<file path="config.mk">
export PLATFORM = sky130hd
export DESIGN_NAME = ibs_scheduler
export DESIGN_NICKNAME = d
export VERILOG_FILES = /design/src/verilog/ibs_pkg.sv /design/src/verilog/ibs_scheduler.sv
export SDC_FILE = /design/constraint.sdc
export NUM_CORES = 1
export LEC_CHECK = 0
export BUFFER_PORTS_ARGS = -buffer_cell sky130_fd_sc_hd__buf_2
export CORE_ASPECT_RATIO = 1.4
export CORE_UTILIZATION = 45
export DETAILED_ROUTE_END_ITERATION = 7
export HOLD_SLACK_MARGIN = 0.06
export PLACE_DENSITY = 0.71
export SKIP_CTS_REPAIR_TIMING = 1
export SKIP_LAST_GASP = 1
export SYNTH_ARGS = -nofsm -noshare
export SYNTH_HDL_FRONTEND = slang
export SYNTH_SLANG_ARGS = --single-unit
</file>
<file path="constraint.sdc">
create_clock -name core_clk_in -period 2.9 [get_ports core_clk_in]
set_input_delay 0.29 -clock core_clk_in [delete_from_list [all_inputs] [get_ports core_clk_in]]
set_output_delay 0.29 -clock core_clk_in [all_outputs]
set_load 0.02 [all_outputs]
</file>
<file path="src/verilog/ibs_pkg.sv">
package ibs_pkg;
  localparam int TAG_W = 4;
  localparam int NTAG = 16;
  localparam int DATA_W = 32;
  localparam int MUL_LAT = 2;
  localparam logic [1:0] KIND_ALU = 2'h0;
  localparam logic [1:0] KIND_RESTRICTED = 2'h1;
  localparam logic [1:0] KIND_SHIFT = 2'h2;
  localparam logic [1:0] KIND_MUL = 2'h3;
  localparam logic [1:0] DEC_SHORT2 = 2'h0;
  localparam logic [1:0] DEC_LONG = 2'h1;
  localparam logic [1:0] DEC_VECTOR = 2'h2;
  localparam logic [NTAG-1:0] READY_RESET = 16'hFFFF;
  typedef enum logic [1:0] {
    IBS_IDLE = 2'b00,
    IBS_WAIT = 2'b01,
    IBS_EXEC = 2'b10,
    IBS_MUL2 = 2'b11
  } ibs_slot_type;
endpackage

</file>
<file path="src/verilog/ibs_scheduler.sv">
`timescale 1ns/1ps
module ibs_scheduler
  import ibs_pkg::*;
(
  input wire logic core_clk_in, // core clock
  input wire logic sys_rst_in, // synchronous reset
  input wire logic [1:0] dec_type_in, // decode kind of this cycle
  input wire logic [1:0] dec_valid_in, // per decoder slot valid
  input wire logic [1:0] dec_kind0_in, // slot 0 operation kind
  input wire logic [1:0] dec_kind1_in, // slot 1 operation kind
  input wire logic [TAG_W-1:0] dec_dst0_in, // slot 0 result tag
  input wire logic [TAG_W-1:0] dec_dst1_in, // slot 1 result tag
  input wire logic [TAG_W-1:0] dec_src0_in, // slot 0 source tag
  input wire logic [TAG_W-1:0] dec_src1_in, // slot 1 source tag
  input wire logic ld_valid_in, // load op (integer or packed)
  input wire logic [TAG_W-1:0] ld_src_in, // load address source tag
  input wire logic [TAG_W-1:0] ld_dst_in, // load result tag
  input wire logic ld_memdep_in, // load aliases pending store
  input wire logic st_valid_in, // store op
  input wire logic [TAG_W-1:0] st_data_in, // store data source tag
  input wire logic st_lea_in, // store unit computes address result
  input wire logic [TAG_W-1:0] st_dst_in, // address result tag
  input wire logic [DATA_W-1:0] rx_res_in, // unit X result value
  input wire logic [DATA_W-1:0] ry_res_in, // unit Y result value
  output logic dec_accept_out, // decode group taken
  output logic [1:0] issue_x_out, // unit X issue, bit1 = bump
  output logic [1:0] issue_y_out, // unit Y issue, bit1 = bump
  output logic [NTAG-1:0] ready_out, // result ready vector
  output logic ld_done_out, // load completes
  output logic ld_fwd_out, // load data forwarded from store queue
  output logic st_done_out, // store completes
  output logic [DATA_W-1:0] sq_data_out // data written to new store queue entry
);
  // two register slots; slot 0 always older
  ibs_slot_type st [2];
  ibs_slot_type next_st [2];
  logic [1:0] kind [2];
  logic [1:0] next_kind [2];
  logic [TAG_W-1:0] src [2];
  logic [TAG_W-1:0] next_src [2];
  logic [TAG_W-1:0] dst [2];
  logic [TAG_W-1:0] next_dst [2];
  logic unit [2];
  logic next_unit [2];
  logic mulhold, next_mulhold;
  logic [NTAG-1:0] next_ready;
  logic ldw, next_ldw;
  logic [TAG_W-1:0] lsrc, next_lsrc, ldst, next_ldst;
  logic ldmem, next_ldmem;
  logic stw, next_stw;
  logic [TAG_W-1:0] sdat, next_sdat;
  logic next_accept, next_lddone, next_fwd, next_stdone;
  logic [1:0] next_ix, next_iy;
  logic [DATA_W-1:0] next_sq;
  logic xbusy, ybusy, ok;
  logic cand [2];

  always_comb begin
    next_st = st;
    next_kind = kind;
    next_src = src;
    next_dst = dst;
    next_unit = unit;
    next_ready = ready_out;
    next_mulhold = 1'b0;
    next_ix = 2'h0;
    next_iy = 2'h0;
    next_ldw = ldw;
    next_lsrc = lsrc;
    next_ldst = ldst;
    next_ldmem = ldmem;
    next_stw = stw;
    next_sdat = sdat;
    next_lddone = 1'b0;
    next_fwd = 1'b0;
    next_stdone = 1'b0;
    next_sq = sq_data_out;
    next_accept = 1'b0;
    xbusy = 1'b0;
    ybusy = 1'b0;
    ok = 1'b0;
    cand[0] = 1'b0;
    cand[1] = 1'b0;
    // retire executing slots; multiply stays a second stage
    for (int i = 0; i < 2; i++) begin
      if (st[i] == IBS_EXEC) begin
        if (kind[i] == KIND_MUL) begin
          next_st[i] = IBS_MUL2;
        end else begin
          next_ready[dst[i]] = 1'b1;
          next_st[i] = IBS_IDLE;
        end
      end else if (st[i] == IBS_MUL2) begin
        if (mulhold && i == 1) begin
          next_st[i] = IBS_MUL2;
        end else begin
          next_ready[dst[i]] = 1'b1;
          next_st[i] = IBS_IDLE;
        end
      end
    end
    // select ready waiting slots, slot 0 first
    for (int i = 0; i < 2; i++) begin
      // bypass a result retiring this cycle
      cand[i] = (st[i] == IBS_WAIT) && next_ready[src[i]];
    end
    for (int i = 0; i < 2; i++) begin
      if (cand[i]) begin
        // first unit only for shift and restricted
        if (kind[i] == KIND_SHIFT || kind[i] == KIND_RESTRICTED || !xbusy) begin
          if (!xbusy) begin
            xbusy = 1'b1;
            next_unit[i] = 1'b0;
            next_st[i] = IBS_EXEC;
            next_ix = 2'h1;
          end
        end else if (!ybusy) begin
          ybusy = 1'b1;
          next_unit[i] = 1'b1;
          next_st[i] = IBS_EXEC;
          next_iy = 2'h1;
        end
      end else if (st[i] == IBS_WAIT) begin
        if (next_unit[i]) next_iy = 2'h2;
        else next_ix = 2'h2;
        next_unit[i] = 1'b0;
      end
    end
    // both units start a multiply together
    if (st[0] == IBS_EXEC && st[1] == IBS_EXEC && kind[0] == KIND_MUL
        && kind[1] == KIND_MUL) begin
      next_mulhold = 1'b1;
    end
    // accept a decode group only into free slots
    ok = (next_st[0] == IBS_IDLE) && (next_st[1] == IBS_IDLE) && !next_ldw && !next_stw;
    if (ok && dec_valid_in != 2'h0) begin
      next_accept = 1'b1;
      for (int i = 0; i < 2; i++) begin
        if (dec_valid_in[i] && (i == 0 || dec_type_in == DEC_SHORT2)) begin
          next_st[i] = IBS_WAIT;
          next_kind[i] = (i == 0) ? dec_kind0_in : dec_kind1_in;
          next_src[i] = (i == 0) ? dec_src0_in : dec_src1_in;
          next_dst[i] = (i == 0) ? dec_dst0_in : dec_dst1_in;
          next_ready[next_dst[i]] = 1'b0;
        end
      end
      // long add expands into load, register and store at once
      // packed loads take the same load path
      if (ld_valid_in) begin
        next_ldw = 1'b1;
        next_lsrc = ld_src_in;
        next_ldst = ld_dst_in;
        next_ldmem = ld_memdep_in && st_valid_in;
        next_ready[ld_dst_in] = 1'b0;
      end
      // store issues without waiting for data
      if (st_valid_in) begin
        next_stw = 1'b1;
        next_sdat = st_data_in;
        if (st_lea_in) next_ready[st_dst_in] = 1'b1;
      end
    end
    // load waits for its operand in order
    if (ldw && ready_out[lsrc] && !(ldmem && stw)) begin
      next_ldw = 1'b0;
      next_lddone = 1'b1;
      // forwarded from store queue after store done
      next_fwd = ldmem;
      next_ready[ldst] = 1'b1;
    end
    // store completes once data is ready
    if (stw && ready_out[sdat]) begin
      next_stw = 1'b0;
      next_stdone = 1'b1;
      // result straight into store queue entry
      // take the value from the unit that produced the data tag
      next_sq = rx_res_in;
      for (int i = 0; i < 2; i++) begin
        if (dst[i] == sdat && unit[i]) next_sq = ry_res_in;
      end
    end
  end

  always_ff @(posedge core_clk_in) begin
    if (sys_rst_in) begin
      for (int i = 0; i < 2; i++) begin
        st[i] <= IBS_IDLE;
        kind[i] <= KIND_ALU;
        src[i] <= '0;
        dst[i] <= '0;
        unit[i] <= 1'b0;
      end
      mulhold <= 1'b0;
      ready_out <= READY_RESET;
      ldw <= 1'b0;
      lsrc <= '0;
      ldst <= '0;
      ldmem <= 1'b0;
      stw <= 1'b0;
      sdat <= '0;
      dec_accept_out <= 1'b0;
      issue_x_out <= 2'h0;
      issue_y_out <= 2'h0;
      ld_done_out <= 1'b0;
      ld_fwd_out <= 1'b0;
      st_done_out <= 1'b0;
      sq_data_out <= '0;
    end else begin
      st <= next_st;
      kind <= next_kind;
      src <= next_src;
      dst <= next_dst;
      unit <= next_unit;
      mulhold <= next_mulhold;
      ready_out <= next_ready;
      ldw <= next_ldw;
      lsrc <= next_lsrc;
      ldst <= next_ldst;
      ldmem <= next_ldmem;
      stw <= next_stw;
      sdat <= next_sdat;
      dec_accept_out <= next_accept;
      issue_x_out <= next_ix;
      issue_y_out <= next_iy;
      ld_done_out <= next_lddone;
      ld_fwd_out <= next_fwd;
      st_done_out <= next_stdone;
      sq_data_out <= next_sq;
    end
  end

  // no unit shows issue and bump together (code 3)
  AST_ONE_PER_UNIT: assert property (@(posedge core_clk_in) disable iff (sys_rst_in)
    !(issue_x_out == 2'h3 || issue_y_out == 2'h3)) else $error("bad issue code");
  AST_FWD_DONE: assert property (@(posedge core_clk_in) disable iff (sys_rst_in)
    ld_fwd_out |-> ld_done_out) else $error("forward without load done");
  // held multiply finishes a cycle later
  AST_MUL_HOLD: assert property (@(posedge core_clk_in) disable iff (sys_rst_in)
    mulhold |-> st[1] == IBS_MUL2) else $error("held multiply lost");
  // multiply not ready right after issue
  AST_MUL_LAT: assert property (@(posedge core_clk_in) disable iff (sys_rst_in)
    (st[0] == IBS_EXEC && kind[0] == KIND_MUL) |=> st[0] == IBS_MUL2)
    else $error("multiply skipped stage");
  AST_ONE_CYCLE: assert property (@(posedge core_clk_in) disable iff (sys_rst_in)
    (st[0] == IBS_EXEC && kind[0] != KIND_MUL) |=> ready_out[$past(dst[0])])
    else $error("one-cycle result late");
  AST_SHIFT_X: assert property (@(posedge core_clk_in) disable iff (sys_rst_in)
    (st[0] == IBS_EXEC && kind[0] == KIND_SHIFT) |-> !unit[0])
    else $error("shift in second unit");
  // store done only when data ready
  AST_ST_DATA: assert property (@(posedge core_clk_in) disable iff (sys_rst_in)
    (stw && !ready_out[sdat]) |=> !st_done_out) else $error("store done early");
  // no issue while source not ready
  AST_WAIT_SRC: assert property (@(posedge core_clk_in) disable iff (sys_rst_in)
    (st[0] == IBS_WAIT && !ready_out[src[0]]
     && !(st[1] == IBS_EXEC && kind[1] != KIND_MUL && dst[1] == src[0])
     && !(st[1] == IBS_MUL2 && !mulhold && dst[1] == src[0])) |=> st[0] != IBS_EXEC)
    else $error("issued before source ready");
endmodule

</file>
==> run summary, run 1 <==
Run status: completed
Slowest Stage Delay on Critical Path: 470 ps
EDFF count, synth: 0
GRT Total Usage: 30.56%
Rel. slew slack: 30.33%
Rows: 47
Top FF cell, synth: dfxtp_1
Number of nets in the layout: 937
Die width: 95.54 um
Maximum VDD drop: 0.2882 mV
Distinct cell type count of the synthesized netlist: 59
Critical setup path kind: register to register
CP delay by family, top: compound AO/OA/AOI/OAI gates
Most common cell after layout, fill and taps aside: buf_2
Ant diodes: 0
Pleak: 2.744 nW
Max FO, Critical Path: 9
Vias: 5939
Most frequent cells in the layout: buf_2 (165), dfxtp_1 (97), nand2_1 (84)
Clock Latency Late Sink: 350 ps
# IOs: 166
Mapped Cells: 682
Antenna Nets Post-Route: 0
Power Total: 3.398 mW
WP buf/inv: 1
First-pass GRT wire length: 29.48 mm
Final setup violating endpoints: 0
Worst slew pin tran: 1045 ps
Async set-reset flop share out of synthesis: 0%
1st-pass router iterations: 6
Die height: 132.9 um
Min Tclk post-route: 2692 ps
Hold WC Path Type: input pin to register
Final Hold Fails: 0
Pin count of the biggest net entering global routing: 65
CTS max path bufs: 2
Initial antenna violation count: 0
Vias in the first global route: 5766
Critical path startpoint category: register
PortBufs: 165
Initial cell density of the core: 46.40%
Post-synthesis average cell area: 8.081 sq um
Clock root buffer: clkbuf_16
Max stage delay cell, worst path: dfxtp_1
CP Cell Sequence: mux2i_4, nand2_1, o311ai_1, buf_4, o2111ai_1, nand4_1, a41oi_2, o21ai_1, a21oi_1
Worst EP arrival: 2880 ps
Largest area contributor in the netlist: dfxtp_1
Number of remaining DRC errors: 0
CTS clk-pin slew, worst paths: 80 ps
Starting DRT DRC Count: 360
Grt ovf: 0
Fmax: 371.5 MHz
Total routed wirelength: 19.19 mm
Die area: 12700 sq um
Pwr/cell area: 504.2 nW/um^2
Core area: 11880 sq um
Slew Viols, Final: 0
Syn Nets: 793
Post-Syn Area: 5512 sq um
Drt wl/cell: 19.63 um
YS warnings: 0
TNS Setup: 0 ps
H-tree lvl count: 3
Post-synthesis sequential area ratio: 35.23%
GPL Wtd Cong: 0.9946
Critical path capture point type: register
Max-cap viol count: 0
Worst Clk Skew: 9.841 ps
Cts bufs inserted: 9
Layout cells sized above 1: 27.32%
CTS tree: built
Vias/cell: 6.073
CTS Sinks: 97
Flops & latches, synth: 97
Fillers: 1157
CP required: 3090 ps
RSZ-0062 raised after global routing: false
Final Cycle Share: 92.82%
Ranking of synthesized cells by area: dfxtp_1 (35%), mux2i_1 (6.0%), nand2_1 (5.8%)
Synth-to-Final Area Change: 22.27%
HPWL after DPL: 15.17 mm
Synth top area share: 35.23%
[where the power goes]
part	total, mW	leakage [nW]	switching (mW)	internal [mW]
combinational	0.706	1.81	0.433	0.272
clock	1.17	0.143	0.574	0.596
sequential	1.52	0.791	0.0981	1.42
[Yosys cell counts, types with 12 or more instances]
| master | n |
|---|---|
| a211oi_1 | 33 |
| a21oi_1 | 53 |
| buf_2 | 12 |
| clkbuf_1 | 33 |
| dfxtp_1 | 97 |
| inv_1 | 16 |
| mux2i_1 | 33 |
| nand2_1 | 85 |
| nand2b_1 | 16 |
| nand3_1 | 55 |
| nor2_1 | 57 |
| o21ai_0 | 24 |
| o221ai_1 | 14 |
| o22ai_1 | 20 |
[area by class of cell]
type	instances	area (sq um)	area share, %
multi-input combinational	521	3308	49.09
clock inverter	7	61.31	0.9098
sequential	97	1942	28.82
timing repair buffer	181	958.4	14.22
tap	147	183.9	2.729
clock buffer	9	225.2	3.342
inverter	16	60.06	0.8912
[worst reg2reg max path, stage by stage, from the launching register on]
cell and delay, ps:
dfxtp_1 470, mux2i_4 430, nand2_1 160, o311ai_1 370
buf_4 190, o2111ai_1 100, nand4_1 180, a41oi_2 280
o21ai_1 260, a21oi_1 100
[sequential cells by signal (all words and copies together), names as in the netlist, 4 cells and up]
signal and cells:
src 8, ldst 4, ready_out 16, kind 4
lsrc 4, sq_data_out 32, st 4, sdat 4
dst 8
[routing by layer]
| metal | wire length [um] | part of all wire, % | vias to the layer above | GRT usage, % |
|---|---|---|---|---|
| met5 | 0 | 0 | - | 0 |
| met2 | 9393 | 49 | 276 | 51.71 |
| met4 | 1351 | 7.0 | 0 | 21.06 |
| li1 | - | - | 2825 | - |
| met1 | 7283 | 38 | 2760 | 34.16 |
| met3 | 1165 | 6.1 | 78 | 5.000 |
[final timing paths]
| path | endpoint | start | slack, ps | depth (start not counted) |
|---|---|---|---|---|
| worst max-delay path | st[1] | st[0] | 210 | 9 |
| worst min-delay path | src[3] | dec_src1_in[3] | 170 | 3 |
| worst max register to register | st[1] | st[0] | 210 | 9 |
| worst min register to register | kind[1] | kind[1] | 470 | 2 |
[cells by family after synthesis]
family                     share of synthesized area, %
and+or+nand+nor                                   25.31
AOI/OAI and AO/OA                                 23.31
DFF                                               35.23
buffers and inverters                             4.904
muxes                                             10.69
xor gates and xnor gates                         0.3179
adders and majority gates                        0.2270
[through the flow]
step | std cells | hold WS, ps | cell area (sq um) | util (%) | setup WS (ps)
floorplan | 682 | 426.0 | 5512 | - | 657.2
global placement | 962 | 454.1 | 6452 | 54.32 | 321.7
detailed placement | 962 | 455.6 | 6452 | 54.32 | 242.7
CTS | 978 | 161.5 | 6739 | 56.73 | 227.3
global route | 978 | 175.7 | 6739 | 56.73 | 39.60
finish | 978 | 169.1 | 6739 | 56.73 | 208.1
(Power assumes the default switching activity.)
==> run 2, diff against run 1 <==
Settings changed: ABC_AREA from default to 1, CORE_ASPECT_RATIO 1.4 to 0.9, PLACE_DENSITY 0.71 to 0.82.
==> run 2 against run 1 <==
  * Via count is 8.8% higher
  * Highest routed layer unchanged
  * Worst hold slack better by 46 ps
  * Combinational power is 50% higher
  * Die area is 0.49% higher
  * Critical path type unchanged
==> run summary, run 2 <==
Run status: completed
HPWL after DPL: 14.11 mm (-7.0%)
Worst slew pin tran: 988.1 ps (-56.91 ps)
Cts bufs inserted: 9 (unchanged)
Top-count cell post-synth: nand2_1
Sw frac: 37.06% (+4.5 points)
Fillers: 1209 (+4.5%)
YS warnings: 0 (unchanged)
Die height: 107.3 um (-19%)
RSZ-0062 raised after global routing: false
Rows: 38 (-19%)
Switching power: 1.423 mW (+29%)
Final Hold Fails: 0 (unchanged)
Max stage delay cell, worst path: dfxtp_1
Vias/cell: 5.748 (-5.3%)
CTS clk-pin slew, worst paths: 70 ps (about the same)
CTS max path bufs: 2 (unchanged)
Combinational share of power: 27.6% (+6.8 points)
Drt wl/cell: 16.43 um (-16%)
Most frequent cells in the layout: buf_2 (165), nand2_1 (141), nand3_1 (118)
Die width: 119.0 um (+25%)
Sequential share of power: 42.2% (-2.6 points)
Initial antenna violation count: 0 (unchanged)
Critical path startpoint category: register
Top FF cell, synth: dfxtp_1
Grt ovf: 0 (unchanged)
TNS Setup: 0 ps (unchanged)
Number of nets in the layout: 1070 (+14%)
Syn Nets: 922 (+16%)
Maximum VDD drop: 0.3469 mV (+20%)
Critical setup path kind: register to register
Vias: 6461 (+8.8%)
Slowest Stage Delay on Critical Path: 440 ps (-30 ps)
Flops & latches, synth: 97 (unchanged)
Pin count of the biggest net entering global routing: 61 (-6.2%)
1st-pass router iterations: 7 (+1)
CP Cell Sequence: nor2_1, inv_1, o2111ai_1, nor2_1, nand2_2, inv_1, nand2_1, o21ai_0, a21oi_1
Most instantiated cells after synthesis: nand2_1 (141), nand3_1 (118), dfxtp_1 (97)
Largest area contributor in the netlist: dfxtp_1
Post-Syn Area: 5542 sq um (+0.54%)
Total routed wirelength: 18.46 mm (-3.8%)
Initial cell density of the core: 46.07% (-0.33 points)
Hold WC Path Type: input pin to register
Clock Power Share: 30.1% (-4.3 points)
Distinct cell type count of the synthesized netlist: 38 (-36%)
EDFF count, synth: 0 (unchanged)
Worst EP arrival: 2580 ps (-300 ps)
Most common cell after layout, fill and taps aside: buf_2
Power Total: 3.841 mW (+13%)
Clock Latency Late Sink: 350 ps (about the same)
Fmax: 424.7 MHz (+14%)
Ant diodes: 0 (unchanged)
Final Cycle Share: 81.20% (-12 points)
# IOs: 166 (unchanged)
Worst Clk Skew: 6.399 ps (-3.442 ps)
Rel. slew slack: 34.13% (+3.8 points)
Vias in the first global route: 5766 (unchanged)
Post-synthesis sequential area ratio: 35.04% (-0.19 points)
Ranking of synthesized cells by area: dfxtp_1 (35%), nand3_1 (11%), nand2_1 (9.6%)
Max FO, Critical Path: 18 (+9)
Layout cells sized above 1: 21.37% (-5.9 points)
Placed cell count: 1108 (+15%)
Post-synthesis average cell area: 6.833 sq um (-15%)
Die area: 12760 sq um (+0.49%)
Pint: 2.418 mW (+5.5%)
Top flop regs: sq_data_out x32, ready_out x16
Pleak: 3.290 nW (+20%)
CP required: 3120 ps (+30 ps)
Register bank with the most flops: sq_data_out
CTS tree: built
Max-cap viol count: 0 (unchanged)
Synth-to-Final Area Change: 21.38%
Number of remaining DRC errors: 0 (unchanged)
GRT Total Usage: 28.83% (-1.7 points)
Finished Cell Area: 6726 sq um (-0.19%)
Clock root buffer: clkbuf_16
Min Tclk post-route: 2355 ps (-337.2 ps)
Starting DRT DRC Count: 677 (+88%)
Non-filler cells, final: 1124 (+15%)
Critical path capture point type: register
GPL Wtd Cong: 0.9828 (-1.2%)
PortBufs: 165 (unchanged)
Synth top area share: 35.04% (-0.19 points)
Async set-reset flop share out of synthesis: 0% (unchanged)
Slew Viols, Final: 0 (unchanged)
Mapped Cells: 811 (+19%)
Final setup violating endpoints: 0 (unchanged)
Largest register FFs: 32 (unchanged)
First-pass GRT wire length: 28.88 mm (-2.0%)
Pwr/cell area: 571.1 nW/um^2 (+13%)
Antenna Nets Post-Route: 0 (unchanged)
Area post-placement: 6440 sq um (-0.19%)
H-tree lvl count: 3 (unchanged)
CTS Sinks: 97 (unchanged)
Core area: 12030 sq um (+1.3%)
[run 2: kinds of logic after synthesis]
| group | after synthesis | synth area share [%] |
|---|---|---|
| muxes | 32 | 5.780 |
| adders and majority gates | 1 | 0.2257 |
| DFF | 97 | 35.04 |
| and+or+nand+nor | 366 | 30.23 |
| buffers and inverters | 135 | 9.957 |
| AOI/OAI and AO/OA | 180 | 18.76 |
[run 2: critical path, delay by kind of cell (launching register included)]
kind,cells,cell delay [ps]
compound gates,3,450
buf+inv,2,460
flops,1,440
simple gates,4,880
[run 2: metal layers]
| layer | GRT usage (%) | share of wire, % | up-vias |
|---|---|---|---|
| met5 | 0 | 0 | - |
| met4 | 11.66 | 3.6 | 0 |
| met3 | 6.568 | 10 | 60 |
| met2 | 45.57 | 44 | 356 |
| met1 | 38.01 | 42 | 2940 |
| li1 | - | - | 3105 |
[run 2: area by class of cell]
| class | count | area, sq um | area share (%) |
|---|---|---|---|
| clock buffers | 9 | 225.2 | 3.348 |
| clock inverters | 7 | 61.31 | 0.9115 |
| inverters | 101 | 379.1 | 5.636 |
| multi-input cells | 579 | 3048 | 45.31 |
| flip-flops and latches | 97 | 1942 | 28.87 |
| well taps | 160 | 200.2 | 2.976 |
| repair buffers | 171 | 870.8 | 12.95 |
[run 2: metrics by stage]
step                hold slack [ps]  util, %  setup slack [ps]
detailed placement            461.4    53.54             619.6
finish                        215.0    55.92             545.3
global route                  233.2    55.92             287.7
floorplan                     437.3        -              1166
global placement              447.9    53.54             733.9
CTS                           209.9    55.92             612.0
[run 2: final timing paths]
kind,from,slack [ps],end,depth (start not counted)
worst min-delay path,ry_res_in[17],220,sq_data_out[17],3
worst max-delay path,st[3],550,src[5],9
worst max register to register,st[3],550,src[5],9
worst min register to register,kind[2],470,kind[2],2
[run 2: power groups by stage]
stage / sequential [mW] / combinational [mW] / clock, mW
floorplan: 1.69 / 0.616 / 0
global placement: 1.64 / 1.02 / 0
detailed placement: 1.65 / 1.04 / 0
CTS: 1.62 / 1.04 / 1.17
global route: 1.64 / 1.17 / 1.23
finish: 1.62 / 1.06 / 1.16
